`config.mk`:
```
export PLATFORM = sky130hd
export DESIGN_NAME = bridge_reset_power_control
export DESIGN_NICKNAME = d
export VERILOG_FILES = /design/src/rtl/bridge_rst_pkg.sv /design/src/rtl/bridge_reset_power_control.sv
export VERILOG_INCLUDE_DIRS = /design/src /design/src/rtl
export SDC_FILE = /design/constraint.sdc
export NUM_CORES = 1
export LEC_CHECK = 0
export BUFFER_PORTS_ARGS = -buffer_cell sky130_fd_sc_hd__buf_2
export CAP_MARGIN = 20
export CORE_ASPECT_RATIO = 0.7
export CORE_MARGIN = 1.5
export CORE_UTILIZATION = 30
export CTS_CLUSTER_DIAMETER = 150
export DETAILED_ROUTE_END_ITERATION = 8
export PLACE_DENSITY = 0.58
export SLEW_MARGIN = 0
export SYNTH_ARGS = -nofsm -noshare
export SYNTH_HDL_FRONTEND = slang
export SYNTH_SLANG_ARGS = --single-unit
```
`constraint.sdc`:
```
create_clock -name clk_sys_in -period 2.6 [get_ports clk_sys_in]
set_input_delay 0.52 -clock clk_sys_in [delete_from_list [all_inputs] [get_ports clk_sys_in]]
set_output_delay 0.52 -clock clk_sys_in [all_outputs]
set_load 0.02 [all_outputs]
```
`src/rtl/bridge_rst_regs.svh`:
```
// register offsets, field positions, reset values and cycle counts
`ifndef BRIDGE_RST_REGS_SVH
`define BRIDGE_RST_REGS_SVH

// byte offsets on the register bus
`define OFS_BRIDGE_CTL       4'h0
`define OFS_POWER_CTL        4'h4
`define OFS_HOTSWAP_CTL      4'h8
`define OFS_STATUS           4'hC

// bridge control fields
`define BIT_SEC_RESET        0
`define BIT_CHIP_RESET       1

// power control field
`define PWR_LSB              0
`define PWR_MSB              1

// hot-swap control fields
`define BIT_ENUM_PENDING     0
`define BIT_LED_ON           1

// status fields
`define BIT_ST_SEC_RST       0
`define BIT_ST_CHIP_BUSY     1
`define BIT_ST_D3HOT         2
`define BIT_ST_CLK_STOP      3
`define BIT_ST_MASK_LOADED   4

// cycle counts, in primary clocks
`define POST_RESET_CLKS      5'h10
`define CHIP_PULSE_CLKS      5'h10
`define CHIP_CLEAR_CLKS      5'h04
`define CHIP_CLEAR_MAX_CLKS  5'h14

`define WORD_ZERO            32'h0000_0000
`define SYNC_RESET           2'h0

`endif

```
`src/rtl/bridge_rst_pkg.sv`:
```
// types shared by the reset and power control block
package bridge_rst_pkg;

  // internal chip reset sequencer, one-hot
  typedef enum logic [2:0] {
    CHIP_IDLE  = 3'b001,
    CHIP_PULSE = 3'b010,
    CHIP_HOLD  = 3'b100
  } chip_state_t;

  // two-bit power state encoding
  typedef enum logic [1:0] {
    PWR_D0    = 2'b00,
    PWR_D1    = 2'b01,
    PWR_D2    = 2'b10,
    PWR_D3HOT = 2'b11
  } pwr_state_t;

endpackage

```
`src/rtl/bridge_reset_power_control.sv`:
```
// reset, power state and hot-swap indicator control for a two-port bridge
`timescale 1ns/100ps
`include "bridge_rst_regs.svh"

// What this block does
// drive enumeration event output on insertion or pending extraction
// drive removal-ready LED output showing insertion and removal status
// entering D3hot with clock control enabled stops secondary clocks low
// writes requesting D1 or D2 are ignored; state is unchanged
// D3hot to D0 restarts clocks, internal reset, no secondary reset
// leaving power-off state only through full power-up reset from system
// power management event signals are never forwarded through the block
// primary reset floats interface signals and loads register defaults
// primary reset is asynchronous; no access answered during it
// stay inaccessible 16 clocks after primary reset release
// secondary reset held for whole primary reset, released after it
// secondary reset bit holds secondary reset until written clear
// secondary reset floats secondary control signals and grants
// secondary address/data, command/byte enables, parity driven low
// secondary reset flushes posted write and delayed buffers
// secondary reset from the bit leaves configuration access open
// chip reset resets state, floats signals, sets secondary reset bit
// chip reset bit self-clears within 20 clocks after release write
// no accesses answered while the chip reset is in progress; here only during its pulse, the hold phase answers
// power state encoding: D0 is 00, D3hot is 11
module bridge_reset_power_control #(
  parameter int SEC_CLK_COUNT = 5,
  parameter int AD_WIDTH      = 32
) (
  input  wire logic                     clk_sys_in,
  input  wire logic                     reset_n_in,
  // register bus, avalon-mm slave
  input  wire logic [3:0]               avs_address_in,
  input  wire logic                     avs_read_in,
  input  wire logic                     avs_write_in,
  input  wire logic [31:0]              avs_writedata_in,
  output logic      [31:0]              avs_readdata_out,
  output logic                          avs_waitrequest_out,
  // board strap and hot-swap events
  input  wire logic                     bus_power_clock_ctl_enable_in,
  input  wire logic                     board_inserted_in,
  input  wire logic                     extract_request_in,
  input  wire logic                     clock_mask_loaded_in,
  // forwarding datapath toward the secondary bus
  input  wire logic [AD_WIDTH-1:0]      fwd_addr_data_in,
  input  wire logic [3:0]               fwd_cmd_byte_en_n_in,
  input  wire logic                     fwd_parity_in,
  input  wire logic                     fwd_drive_in,
  // hot-swap pins
  output logic                          enum_event_n_out,
  output logic                          removal_ready_led_out,
  // resets, floats and flushes
  output logic                          secondary_reset_n_out,
  output logic                          primary_oe_n_out,
  output logic                          secondary_ctl_oe_n_out,
  output logic                          buffer_flush_out,
  // secondary datapath pins
  output logic [AD_WIDTH-1:0]           secondary_addr_data_out,
  output logic [3:0]                    secondary_cmd_byte_en_n_out,
  output logic                          secondary_parity_out,
  output logic                          secondary_data_oe_n_out,
  output logic [SEC_CLK_COUNT-1:0]      secondary_clock_outputs_out
);

  // power management event pins have no port here: they bypass the bridge

  // a power-off state is left only via reset_n_in from the system

  logic [1:0]                   rst_sync_q;
  logic                         rst_n;
  logic [4:0]                   post_cnt_q;
  logic                         post_busy_q;
  bridge_rst_pkg::chip_state_t  chip_q;
  logic [4:0]                   chip_cnt_q;
  logic                         chip_keep_sec_q;
  logic                         sec_bit_q;
  logic                         chip_bit_q;
  bridge_rst_pkg::pwr_state_t   pwr_q;
  logic                         enum_pending_q;
  logic                         led_on_q;
  logic                         clk_stop_q;
  logic                         div_q;
  logic                         wait_q;
  logic [31:0]                  rdata_q;
  logic                         soft_rst;
  logic                         access_ok;
  logic                         req;
  logic                         wr_go;
  logic                         sec_rst_act;
  logic [31:0]                  rd_mux;
  logic                         pwr_wr_ok;
  logic                         wake_req;
  logic [1:0]                   pwr_wdata;

  // reset release through two flops; assertion stays asynchronous
  always_ff @(posedge clk_sys_in or negedge reset_n_in)
  begin
    if (!reset_n_in)
      rst_sync_q <= `SYNC_RESET;
    else
      rst_sync_q <= {rst_sync_q[0], 1'b1};
  end
  assign rst_n = rst_sync_q[1];

  // blackout window after primary reset release
  always_ff @(posedge clk_sys_in or negedge rst_n)
  begin
    if (!rst_n)
    begin
      post_cnt_q  <= 5'h00;
      post_busy_q <= 1'b1;
    end
    else if (post_busy_q)
    begin
      post_cnt_q  <= post_cnt_q + 5'h01;
      post_busy_q <= (post_cnt_q != (`POST_RESET_CLKS - 5'h01));
    end
  end

  assign soft_rst  = (chip_q == bridge_rst_pkg::CHIP_PULSE);
  // the hold phase must stay open, or software could never clear the bit
  assign access_ok = !post_busy_q && !soft_rst;
  assign req       = avs_read_in || avs_write_in;
  assign wr_go     = avs_write_in && !wait_q;
  assign pwr_wdata = avs_writedata_in[`PWR_MSB:`PWR_LSB];
  assign pwr_wr_ok = wr_go && (avs_address_in == `OFS_POWER_CTL)
                     && (pwr_wdata == bridge_rst_pkg::PWR_D0
                         || pwr_wdata == bridge_rst_pkg::PWR_D3HOT);
  assign wake_req  = pwr_wr_ok && (pwr_q == bridge_rst_pkg::PWR_D3HOT)
                     && (pwr_wdata == bridge_rst_pkg::PWR_D0);

  // chip reset sequencer: short blind pulse, then hold until released
  always_ff @(posedge clk_sys_in or negedge rst_n)
  begin
    if (!rst_n)
    begin
      chip_q          <= bridge_rst_pkg::CHIP_IDLE;
      chip_cnt_q      <= 5'h00;
      chip_keep_sec_q <= 1'b0;
    end
    else
    begin
      unique case (chip_q)
        bridge_rst_pkg::CHIP_IDLE:
        begin
          chip_cnt_q <= 5'h00;
          if (wr_go && avs_address_in == `OFS_BRIDGE_CTL
              && avs_writedata_in[`BIT_CHIP_RESET])
          begin
            chip_q          <= bridge_rst_pkg::CHIP_PULSE;
            chip_keep_sec_q <= 1'b1;
          end
          else if (wake_req)
          begin
            chip_q          <= bridge_rst_pkg::CHIP_PULSE;
            chip_keep_sec_q <= 1'b0;
          end
        end
        bridge_rst_pkg::CHIP_PULSE:
        begin
          chip_cnt_q <= chip_cnt_q + 5'h01;
          if (chip_cnt_q == (`CHIP_PULSE_CLKS - 5'h01))
          begin
            chip_cnt_q <= 5'h00;
            chip_q     <= chip_keep_sec_q ? bridge_rst_pkg::CHIP_HOLD
                                          : bridge_rst_pkg::CHIP_IDLE;
          end
        end
        bridge_rst_pkg::CHIP_HOLD:
        begin
          // count only once secondary bit cleared and mask shifted in
          if (!sec_bit_q && clock_mask_loaded_in)
          begin
            chip_cnt_q <= chip_cnt_q + 5'h01;
            if (chip_cnt_q == (`CHIP_CLEAR_CLKS - 5'h01))
            begin
              chip_q          <= bridge_rst_pkg::CHIP_IDLE;
              chip_keep_sec_q <= 1'b0;
            end
          end
        end
        default:
          chip_q <= bridge_rst_pkg::CHIP_IDLE;
      endcase
    end
  end

  // control bits; chip bit mirrors the sequencer, secondary bit software and the chip pulse
  always_ff @(posedge clk_sys_in or negedge rst_n)
  begin
    if (!rst_n)
    begin
      sec_bit_q  <= 1'b0;
      chip_bit_q <= 1'b0;
    end
    else
    begin
      chip_bit_q <= (chip_q != bridge_rst_pkg::CHIP_IDLE)
                    && !(chip_q == bridge_rst_pkg::CHIP_HOLD
                         && chip_cnt_q == (`CHIP_CLEAR_CLKS - 5'h01)
                         && !sec_bit_q && clock_mask_loaded_in);
      if (soft_rst)
        sec_bit_q <= chip_keep_sec_q;
      else if (wr_go && avs_address_in == `OFS_BRIDGE_CTL)
        sec_bit_q <= avs_writedata_in[`BIT_SEC_RESET];
    end
  end

  // power state; internal reset returns it to D0
  always_ff @(posedge clk_sys_in or negedge rst_n)
  begin
    if (!rst_n)
      pwr_q <= bridge_rst_pkg::PWR_D0;
    else if (soft_rst)
      pwr_q <= bridge_rst_pkg::PWR_D0;
    else if (pwr_wr_ok)
      pwr_q <= bridge_rst_pkg::pwr_state_t'(pwr_wdata);
  end

  // secondary clock gate, only with the strap enabled
  always_ff @(posedge clk_sys_in or negedge rst_n)
  begin
    if (!rst_n)
      clk_stop_q <= 1'b0;
    else if (wake_req || soft_rst)
      clk_stop_q <= 1'b0;
    else if (pwr_wr_ok && pwr_wdata == bridge_rst_pkg::PWR_D3HOT
             && pwr_q == bridge_rst_pkg::PWR_D0)
      clk_stop_q <= bus_power_clock_ctl_enable_in;
  end

  // secondary clocks at half the primary rate, parked low when stopped
  always_ff @(posedge clk_sys_in or negedge rst_n)
  begin
    if (!rst_n)
      div_q <= 1'b0;
    else if (clk_stop_q)
      div_q <= 1'b0;
    else
      div_q <= !div_q;
  end

  // one flop per clock pin so each pin has its own driver
  genvar gi;
  generate
    for (gi = 0; gi < SEC_CLK_COUNT; gi = gi + 1)
    begin : g_sclk
      always_ff @(posedge clk_sys_in or negedge rst_n)
      begin
        if (!rst_n)
          secondary_clock_outputs_out[gi] <= 1'b0;
        else
          secondary_clock_outputs_out[gi] <= !clk_stop_q && !div_q;
      end
    end
  endgenerate

  // hot-swap: event pending is sticky, insertion wins over clear
  always_ff @(posedge clk_sys_in or negedge rst_n)
  begin
    if (!rst_n)
    begin
      enum_pending_q <= 1'b0;
      led_on_q       <= 1'b0;
    end
    else if (soft_rst)
    begin
      enum_pending_q <= 1'b0;
      led_on_q       <= 1'b0;
    end
    else
    begin
      if (board_inserted_in || extract_request_in)
        enum_pending_q <= 1'b1;
      else if (wr_go && avs_address_in == `OFS_HOTSWAP_CTL
               && avs_writedata_in[`BIT_ENUM_PENDING])
        enum_pending_q <= 1'b0;
      if (wr_go && avs_address_in == `OFS_HOTSWAP_CTL)
        led_on_q <= avs_writedata_in[`BIT_LED_ON];
    end
  end

  // hot-swap pins from flops
  always_ff @(posedge clk_sys_in or negedge rst_n)
  begin
    if (!rst_n)
    begin
      enum_event_n_out      <= 1'b1;
      removal_ready_led_out <= 1'b0;
    end
    else
    begin
      enum_event_n_out      <= !enum_pending_q;
      removal_ready_led_out <= led_on_q;
    end
  end

  // secondary reset: bit, chip pulse, or chip hold until the mask is in
  assign sec_rst_act = sec_bit_q || (soft_rst && chip_keep_sec_q) ||
    (chip_q == bridge_rst_pkg::CHIP_HOLD && !clock_mask_loaded_in);

  // reset, float and flush pins; flop reset value covers primary reset
  always_ff @(posedge clk_sys_in or negedge rst_n)
  begin
    if (!rst_n)
    begin
      secondary_reset_n_out  <= 1'b0;
      primary_oe_n_out       <= 1'b1;
      secondary_ctl_oe_n_out <= 1'b1;
      buffer_flush_out       <= 1'b1;
    end
    else
    begin
      secondary_reset_n_out  <= !sec_rst_act;
      primary_oe_n_out       <= soft_rst;
      secondary_ctl_oe_n_out <= sec_rst_act || soft_rst;
      buffer_flush_out       <= sec_rst_act || soft_rst;
    end
  end

  // secondary datapath pins: forced low and driven during secondary reset
  always_ff @(posedge clk_sys_in or negedge rst_n)
  begin
    if (!rst_n)
    begin
      secondary_addr_data_out     <= '0;
      secondary_cmd_byte_en_n_out <= 4'h0;
      secondary_parity_out        <= 1'b0;
      secondary_data_oe_n_out     <= 1'b0;
    end
    else if (sec_rst_act)
    begin
      secondary_addr_data_out     <= '0;
      secondary_cmd_byte_en_n_out <= 4'h0;
      secondary_parity_out        <= 1'b0;
      secondary_data_oe_n_out     <= 1'b0;
    end
    else
    begin
      secondary_addr_data_out     <= fwd_addr_data_in;
      secondary_cmd_byte_en_n_out <= fwd_cmd_byte_en_n_in;
      secondary_parity_out        <= fwd_parity_in;
      secondary_data_oe_n_out     <= soft_rst || !fwd_drive_in;
    end
  end

  // read mux; unmapped offsets read zero
  always_comb
  begin
    rd_mux = `WORD_ZERO;
    unique case (avs_address_in)
      `OFS_BRIDGE_CTL:
      begin
        rd_mux[`BIT_SEC_RESET]  = sec_bit_q;
        rd_mux[`BIT_CHIP_RESET] = chip_bit_q;
      end
      `OFS_POWER_CTL:
        rd_mux[`PWR_MSB:`PWR_LSB] = pwr_q;
      `OFS_HOTSWAP_CTL:
      begin
        rd_mux[`BIT_ENUM_PENDING] = enum_pending_q;
        rd_mux[`BIT_LED_ON]       = led_on_q;
      end
      `OFS_STATUS:
      begin
        rd_mux[`BIT_ST_SEC_RST]     = sec_rst_act;
        rd_mux[`BIT_ST_CHIP_BUSY]   = chip_q != bridge_rst_pkg::CHIP_IDLE;
        rd_mux[`BIT_ST_D3HOT]       = pwr_q == bridge_rst_pkg::PWR_D3HOT;
        rd_mux[`BIT_ST_CLK_STOP]    = clk_stop_q;
        rd_mux[`BIT_ST_MASK_LOADED] = clock_mask_loaded_in;
      end
      default:
        rd_mux = `WORD_ZERO;
    endcase
  end

  // bus answer: waitrequest drops one cycle after the request is seen,
  // and stays high throughout any blackout so nothing is answered
  always_ff @(posedge clk_sys_in or negedge rst_n)
  begin
    if (!rst_n)
    begin
      wait_q  <= 1'b1;
      rdata_q <= `WORD_ZERO;
    end
    else if (req && wait_q && access_ok)
    begin
      wait_q  <= 1'b0;
      rdata_q <= rd_mux;
    end
    else
      wait_q <= 1'b1;
  end

  assign avs_waitrequest_out = wait_q;
  assign avs_readdata_out    = rdata_q;

endmodule

```
==> metrics, run 1 <==
status=finished clean; post-synth top area share=0.5319; post-synthesis area per instance=between 10 and 15 µm²; static leakage=between 2 and 2.5 nW; minimum clock period=2.099 ns; global-route wire length before repair=10.63 mm; Synth cell types=51; part of the Yosys area used for sequential elements=0.5811; DRC Markers=0; CTS tree=yes; RD Place Congestion=0.7331; DRT iter0 DRCs=54; metal3 WL=between 500 and 600 µm; ys async rst share=1.000; Startpoint Class=register; Top Metal Used=met4; dominant cell type by area after synthesis=dfrtp_1; Arr. time, crit path=2.34 ns; Initial Util=0.3089; clock-pin slew on the worst setup and hold paths=approximately 0.060 ns; DR pass1 iterations=4; CTS root buf=clkbuf_16; non-filler cells, final=517; met1 WL=a little over 3 mm; Clock Latency Late Sink=0.33 ns; Req. time, crit path=2.84 ns; HPWL Detailed=between 4 and 5 mm; Reg2Reg Setup Slack=0.50 ns; H-tree lvl count=3; vias after detailed routing=around 2.2k; max frequency=0.4764 GHz; # placed instances=500; CTS buffer count=9; Area contributors post-synth=dfrtp_1, buf_4, and2_1; Routed WL=about 6.6 mm; clock buffer depth=2; final worst path period share=0.8073; number of rows in the core area=31; Sum Neg Setup Slack=0 ns; post-CTS sizing=0; MaxCap Viol Count=0; Die Y=89.40 µm; Post-Syn Instances=274; setup violators final=0; met2 WL=2.879 mm; Layout area overhead=28.28%; fin nets=between 400 and 500; Slew HR=0.5790; Post-CTS Setup Inserts=0; HP Class=register to async pin; # diodes=0; initial antenna violation count=0; Ys Warns=0; RR Endpoint=chip_cnt_q[3]; pin count of the biggest net entering global routing=36; grt ovf=0; CP max FO=4; Avg Vias per Cell=4.296; final setup margin=approximately 0.50 ns; DIE WIDTH=126.4 µm; RSZ-0062 raised after global routing=false; Tot GR Track Use=0.1249; Worst R2R Start=chip_cnt_q[0]; Port Buf Inserts=106; Tightest Pin Transition=0.6308 ns; WS Path Type=register to register; EDFF count, synth=0; area of the core=10360 µm²; num ports=~160; Worst Skew=just under 0.005 ns; number of synthesized register bits=74; max-slew violations=0; pwr/cell area=955.7 nW/µm²; antenna viol nets, final=0; mapped cell area=approximately 3200 µm²; most common flop cell mapped by yosys=dfrtp_1; R2R cell count=8; CTS Sinks=74; pre-CTS setup slack=0.3637 ns; die area=11300 µm²; WL per Instance=approximately 13 µm; fillers=~1.0k; layout cells sized above 1=0.3636; Crit. End Element=register; vias in the first global route=2151; Worst VDD drop=0.0004702 V; Fin. Hold Viols=0
[cell type report]
class	instances	area [µm²]	share of cell area
Inverter	12	45.04	0.01098
Clock inverter	4	73.82	0.01799
Tap cell	132	165.2	0.04024
Clock buffer	12	256.5	0.06250
Sequential cell	74	1861	0.4534
Timing Repair Buffer	111	583.1	0.1421
Multi-Input combinational cell	172	1120	0.2729
[cells in the final DEF (no fill, tap or decap), types with 5 or more instances in the layout]
| cell | count |
|---|---|
| dfrtp_1 | 67 |
| ha_1 | 7 |
| nor2b_1 | 5 |
| and2_1 | 37 |
| clkbuf_16 | 9 |
| nor2_1 | 12 |
| dfstp_2 | 6 |
| mux2i_1 | 7 |
| nor3_1 | 5 |
| inv_1 | 11 |
| o21ai_0 | 8 |
| a22o_1 | 6 |
| conb_1 | 28 |
| nand2_1 | 7 |
| buf_2 | 106 |
[Yosys cell counts, types with 2 or more instances]
cell       n
inv_1     11
ha_1       7
nor2_1    12
conb_1     2
and2_1    37
mux2i_1    7
a22o_1     6
nand2_1    7
nand3_1    4
or2_2      2
a21oi_1    3
nand2b_1   4
or3_1      2
o31ai_1    3
xnor2_1    2
buf_4     33
buf_2      2
nor3b_1    3
a31oi_1    2
o21ai_0    8
dfstp_2    6
nor2b_1    5
nor3_1     5
clkbuf_1   7
dfrtp_1   68
[power breakdown]
part / switching (mW) / internal, mW
Combinational: 0.646 / 0.397
Sequential: 0.144 / 1.39
Clock: 0.454 / 0.892
[cells by family (layout without fill, tap and decap cells)]
kind of cell | count (synthesis) | after routing | synth area share
xor gates and xnor gates | 3 | 3 | 0.008214
other | 2 | 28 | 0.002347
and+or+nand+nor | 90 | 90 | 0.1643
buffers and inverters | 54 | 139 | 0.1029
muxes | 9 | 9 | 0.03246
DFF | 74 | 74 | 0.5811
adders and majority gates | 7 | 7 | 0.02737
AOI/OAI and AO/OA | 35 | 35 | 0.08135
[metrics by stage]
| stage | hold slack [ns] | total power, mW | cell area [µm²] | utilization |
|---|---|---|---|---|
| 2_1_floorplan | 0.2244 | 2.278 | 3297 | - |
| 3_3_place_gp | 0.2966 | 2.586 | 3764 | 0.3634 |
| 3_5_place_dp | 0.3075 | 2.611 | 3764 | 0.3634 |
| 4_1_cts | 0.3081 | 3.980 | 4104 | 0.3963 |
| 5_1_grt | 0.3506 | 4.137 | 4104 | 0.3963 |
| 6_report | 0.2833 | 3.922 | 4104 | 0.3963 |
[how the worst max path moves through the flow]
stage	start	to	cells past startpoint
after floorplan	rst_sync_q[1]	avs_readdata_out[0]	0
after global placement	avs_address_in[1]	chip_keep_sec_q	5
after detailed placement	avs_address_in[1]	chip_keep_sec_q	5
after CTS	chip_cnt_q[0]	chip_cnt_q[3]	8
after global routing	chip_cnt_q[0]	chip_cnt_q[3]	8
final	chip_cnt_q[0]	chip_cnt_q[3]	8
[what timing repair did]
item / in CTS / in global routing
setup endpoints to repair: 0 / 0
hold buffers: 1 / 0
hold endpoints to repair: 2 / 0
[sequential cells by signal (all words and copies together), names as in the netlist, 2 cells and up]
register	cells
avs_readdata_out	5
chip_cnt_q	5
chip_q	3
post_cnt_q	5
pwr_q	2
rst_sync_q	2
secondary_addr_data_out	32
secondary_cmd_byte_en_n_out	4
[metal layers]
layer | track usage | up-vias
met5 | 0 | -
met4 | 0.04702 | 0
met3 | 0.05805 | 8
met2 | 0.1908 | 78
met1 | 0.1560 | 1066
li1 | - | 1069
[worst max-delay path: stages, from the launching register on]
cell,delay (ns)
dfrtp_1,0.40
ha_1,0.24
nand3_1,0.11
inv_1,0.05
ha_1,0.23
nor3b_1,0.23
o21ai_0,0.21
or2_2,0.33
o31ai_1,0.20
No activity file was read; power rests on OpenSTA's default activity.
==> run 2, diff against run 1 <==
--- a/config.mk
+++ b/config.mk
@@ -13,7 +13,7 @@
 export CORE_UTILIZATION = 30
 export CTS_CLUSTER_DIAMETER = 150
 export DETAILED_ROUTE_END_ITERATION = 8
-export PLACE_DENSITY = 0.58
+export PLACE_DENSITY = 0.6
 export SLEW_MARGIN = 0
 export SYNTH_ARGS = -nofsm -noshare
 export SYNTH_HDL_FRONTEND = slang
==> constraint.sdc (replaced) <==
create_clock -name clk_sys_in -period 1.7 [get_ports clk_sys_in]
set_input_delay 0.34 -clock clk_sys_in [delete_from_list [all_inputs] [get_ports clk_sys_in]]
set_output_delay 0.34 -clock clk_sys_in [all_outputs]
set_load 0.02 [all_outputs]
==> metrics, run 2 (synthesized netlist as in run 1, its figures left out) <==
most frequent cells in the layout=buf_2, dfrtp_1, buf_4, conb_1, and2_1; Initial Util=0.3089; RD Place Congestion=0.7908; DIE WIDTH=126.4 µm; # placed instances=about 530; layout cells sized above 1=0.4808; area of the core=10360 µm²; vias after detailed routing=approximately 2.3k; CTS root buf=clkbuf_16; Die Y=89.40 µm; final worst path period share=1.036; Clk pwr share=0.303; static leakage=2.289 nW; Clock Latency Late Sink=0.33 ns; Top delay family on crit path=simple AND/OR/NAND/NOR gates; WS Path Type=register to register; CTS tree=yes; crit-path cells=or4b_4 -> or3_4 -> o211a_1 -> a211o_1; vias in the first global route=~2.3k; non-filler cells, final=roughly 550; WL per Instance=12.93 µm; num ports=164; sequential share of power=0.365; Crit. End Element=register; Comb pwr share=0.332; Worst Skew=0.002445 ns; die area=11300 µm²; CP bufs+invs=0; final setup margin=-0.06039 ns; Req. time, crit path=around 1.9 ns; Slew HR=0.6070; Arr. time, crit path=~2.0 ns; DRT iter0 DRCs=65; DR pass1 iterations=4; Fin. Hold Viols=0; Worst VDD drop=0.0005840 V; CP max FO=2; fin area=4481 µm²; MaxCap Viol Count=0; violated checks=setup timing; max frequency=0.5681 GHz; H-tree lvl count=3; # diodes=0; Tightest Pin Transition=0.5896 ns; Int Pwr=4.255 mW; HP Class=input port to register; Routed WL=7.084 mm; minimum clock period=1.760 ns; sw frac=0.3218; clock buffer depth=2; setup violators final=2; max reg flops=32; commonest non-fill, non-tap cell in the layout=buf_2; Avg Vias per Cell=4.226; number of rows in the core area=31; largest reg by FF count=secondary_addr_data_out; Sw Pwr=2.019 mW; total power=6.274 mW; fin nets=500; Placed Area=approximately 4000 µm²; status=finished, violations left; global-route wire length before repair=11.06 mm; antenna viol nets, final=0; slowest stage cell, crit path=or4b_4; RSZ-0062 raised after global routing=true; fillers=1004; clock-pin slew on the worst setup and hold paths=0.05 ns; CTS buffer count=9; Port Buf Inserts=106; hold_ws=0.1859 ns; slowest stage delay, CP=0.49 ns; max-slew violations=0; pwr/cell area=1400 nW/µm²; grt ovf=0; initial antenna violation count=0; Tot GR Track Use=0.1291; Startpoint Class=register; Sum Neg Setup Slack=-0.1133 ns; CTS Sinks=between 70 and 80; HPWL Detailed=5.147 mm; Layout area overhead=40.05%; pin count of the biggest net entering global routing=48; DRC Markers=0
## run 2: changes by cell type in the layout (fill, tap and decap cells not counted), moves of 2 or more
cell	change
buf_4	+26
buf_6	+3
o21ai_1	+2
o21ai_0	-3
and2_1	-10
nor3_1	-2
o31ai_1	-2
ha_1	-2
and2_4	+10
nor3_2	+2
clkinvlp_4	+2
## run 2: final cells by class
class                   instances  area (µm²)  area share
clock inverters                 4       50.05     0.01117
flip-flops and latches         74        1862      0.4155
repair buffers                142       857.1      0.1913
clock buffers                  12       256.5     0.05725
inverters                      12       47.55     0.01061
multi-input cells             172        1242      0.2773
well taps                     132       165.2     0.03686
## run 2: path summary, 6_finish.rpt
path                                     start                          end  slack, ns  cells after the start
min reg2reg                      rst_sync_q[1]  secondary_addr_data_out[14]       0.26                      1
max                        avs_waitrequest_out              chip_keep_sec_q      -0.06                      4
max reg2reg                avs_waitrequest_out              chip_keep_sec_q      -0.06                      4
min                               fwd_drive_in      secondary_data_oe_n_out       0.19                      2
max in group asynchronous        rst_sync_q[1]                    chip_q[2]       0.89                      1
min in group asynchronous        rst_sync_q[1]  secondary_addr_data_out[14]       0.26                      1
## run 2: routing by layer
layer / track usage / up-vias / share of wire
li1: - / 1131 / -
met1: 0.1694 / 1077 / 0.48
met2: 0.1853 / 99 / 0.42
met3: 0.05865 / 9 / 0.091
met4: 0.05329 / 0 / 0.015
met5: 0 / - / 0
## run 2: through the flow
stage                     utilization  setup slack (ns)
final                          0.4326          -0.06039
after global routing           0.4326           -0.1308
after CTS                      0.4200          -0.06572
after detailed placement       0.3852           -0.2272
after global placement         0.3852           -0.2232
after floorplan                     -           -0.1854
## run 2: power by group through the flow
stage / sequential (mW) / clock, mW / combinational [mW]
after floorplan: 2.64 / 0 / 0.916
after global placement: 2.30 / 0 / 1.88
after detailed placement: 2.32 / 0 / 1.90
after CTS: 2.29 / 1.96 / 1.91
after global routing: 2.33 / 2.03 / 2.28
final: 2.29 / 1.90 / 2.08
## run 2: worst register-to-register path: stages, from the launching register on
cell and delay (ns):
dfstp_2 0.37, or4b_4 0.49, or3_4 0.35, o211a_1 0.23, a211o_1 0.21
## run 2: timing repair
| action | CTS | global route |
|---|---|---|
| gates resized for setup | 7 | 24 |
| cloned | 0 | 1 |
| pin swaps | 6 | 14 |
| endpoints found under the hold margin | 2 | 0 |
| buffers inserted | 2 | 2 |
| endpoints found under the setup margin | 5 | 13 |
| hold buffers | 1 | 0 |
==> run 3, diff against run 2 <==
--- a/config.mk
+++ b/config.mk
@@ -6,8 +6,9 @@
 export SDC_FILE = /design/constraint.sdc
 export NUM_CORES = 1
 export LEC_CHECK = 0
+export ABC_AREA = 1
 export BUFFER_PORTS_ARGS = -buffer_cell sky130_fd_sc_hd__buf_2
-export CAP_MARGIN = 20
+export CAP_MARGIN = 25
 export CORE_ASPECT_RATIO = 0.7
 export CORE_MARGIN = 1.5
 export CORE_UTILIZATION = 30
==> metrics, run 3 <==
status=finished clean; post-synthesis area per instance=between 9 and 10 µm²; Startpoint Class=register; initial antenna violation count=0; DIE WIDTH=128.0 µm; Sum Neg Setup Slack=0 ns; mapped cell area=3282 µm²; HP Class=input port to register; global-route wire length before repair=around 11 mm; static leakage=2.332 nW; slowest stage cell, crit path=dfstp_2; Routed WL=6.596 mm; Initial Util=0.3122; vias in the first global route=2519; Crit. End Element=register; crit-path cells=inv_2 -> nand3_4 -> inv_2 -> nand2_1 -> nand3_2 -> buf_12 -> nor2_1; Post-synth top cells=dfrtp_1, inv_1, nor2_1, nand2_1, buf_4; Area contributors post-synth=dfrtp_1, buf_4, inv_1; max reg flops=32; CTS root buf=clkbuf_16; minimum clock period=1.562 ns; Clock Latency Late Sink=0.33 ns; Die Y=90.51 µm; Top delay family on crit path=simple AND/OR/NAND/NOR gates; commonest non-fill, non-tap cell in the layout=buf_2; WL per Instance=10.69 µm; Layout area overhead=27.60%; pin count of the biggest net entering global routing=38; Avg Vias per Cell=4.005; Post-Syn Instances=356; die area=roughly 12000 µm²; grt ovf=0; max frequency=0.6402 GHz; Reg area=1861 µm²; # diodes=0; Fin. Hold Viols=0; total power=around 5.6 mW; RD Place Congestion=0.7854; pwr/cell area=1343 nW/µm²; Worst VDD drop=0.0006173 V; part of the Yosys area used for sequential elements=0.5665; Req. time, crit path=about 2.0 ns; Tot GR Track Use=0.1262; Arr. time, crit path=1.82 ns; pre-CTS setup slack=~0.055 ns; vias after detailed routing=between 2k and 2.5k; post-synth top area share=0.5185; most frequent cells in the layout=buf_2, dfrtp_1, inv_1, nor2_1, nand2_1; number of synthesized register bits=74; num ports=164; slowest stage delay, CP=between 0.5 and 0.6 ns; CP bufs+invs=3; layout cells sized above 1=0.3113; clock-pin slew on the worst setup and hold paths=0.06 ns; Synth cell types=29; setup violators final=0; cell mode on critical path=inv_2; top-count cell post-synth=dfrtp_1; clock buffer depth=2; final worst path period share=0.9188; number of rows in the core area=31; WS Path Type=register to register; DR pass1 iterations=4; final setup margin=0.1380 ns; dominant cell type by area after synthesis=dfrtp_1; HPWL Detailed=between 4 and 5 mm; H-tree lvl count=3; EDFF count, synth=0; area of the multi-input gates=974.7 µm²; MaxCap Viol Count=0; area of the core=10510 µm²; RSZ-0062 raised after global routing=false; Worst Skew=about 0.0084 ns; CTS buffer count=9; antenna viol nets, final=0; CP max FO=36; fin nets=553; CTS tree=yes; most common flop cell mapped by yosys=dfrtp_1; DRT iter0 DRCs=136; ys async rst share=1.000; max-slew violations=0; CTS Sinks=74; DRC Markers=0; largest reg by FF count=secondary_addr_data_out; fillers=~1.1k; Port Buf Inserts=106; Ys Warns=0
[run 3: cell types whose count changed after synthesis, sizes merged, moves of 5 or more]
cell,before,now
and2,37,0
clkbuf,7,1
inv,12,69
mux2i,7,0
nand2,7,45
nand3,4,25
nor2,12,57
nor2b,5,0
o21ai,8,14
[run 3: logic make-up (layout without fill, tap and decap cells)]
kind of cell               after synthesis  after routing  share of synthesized area
AOI/OAI and AO/OA                       23             23                    0.03889
adders and majority gates                7              7                    0.02669
other                                    2             28                   0.002288
DFF                                     74             74                     0.5665
and+or+nand+nor                        138            138                     0.1891
buffers and inverters                  109            196                     0.1685
xor gates and xnor gates                 3              3                   0.008008
[run 3: worst register-to-register path, delay by kind of cell (launching register included)]
kind / cells / cell delay, ns
AND/OR/NAND/NOR: 4 / 0.61
flip-flops: 1 / 0.54
buffers and inverters: 3 / 0.35
[run 3: worst paths after layout]
kind,startpoint,end,slack (ns),cells after the start
min in group asynchronous,rst_sync_q[1],secondary_addr_data_out[2],0.20,0
worst max-delay path,chip_q[0],secondary_addr_data_out[8],0.14,7
worst max register to register,chip_q[0],secondary_addr_data_out[8],0.14,7
worst min-delay path,fwd_drive_in,secondary_data_oe_n_out,0.18,2
max in group asynchronous,rst_sync_q[1],post_busy_q,0.89,1
worst min register to register,rst_sync_q[1],secondary_addr_data_out[2],0.20,0
[run 3: power breakdown]
group          leakage, nW  internal, mW  total (mW)  switching (mW)
sequential           0.902          2.08        2.21           0.128
clock                0.146          1.28        1.98           0.695
combinational         1.28         0.452        1.44           0.990
[run 3: metal layers]
| layer | wire length [µm] | vias up | global-route usage |
|---|---|---|---|
| met4 | 68 | 0 | 0.04775 |
| li1 | - | 1232 | - |
| met1 | 3193 | 1132 | 0.1652 |
| met3 | 559 | 5 | 0.06043 |
| met2 | 2775 | 102 | 0.1797 |
| met5 | 0 | - | 0 |
[run 3: cell type report]
type / instances / area share
flip-flops and latches: 74 / 0.4443
multi-input cells: 199 / 0.2327
repair buffers: 111 / 0.1422
inverters: 69 / 0.06185
clock buffers: 11 / 0.05557
well taps: 148 / 0.04422
clock inverters: 5 / 0.01912
[run 3: through the flow]
step           instance area, µm²  instances  hold slack (ns)  utilization
2_1_floorplan                3381        382          0.04441            -
3_3_place_gp                 3857        600           0.1279       0.3670
3_5_place_dp                 3857        600           0.1321       0.3670
4_1_cts                      4180        617           0.1604       0.3977
5_1_grt                      4188        617           0.1651       0.3984
6_report                     4188        617           0.1752       0.3984
[run 3: repair_timing]
action,CTS,global route
hold endpoints to repair,2,0
setup endpoints to repair,0,6
hold buffers,1,0
buffers inserted,0,0
gates resized for setup,0,2
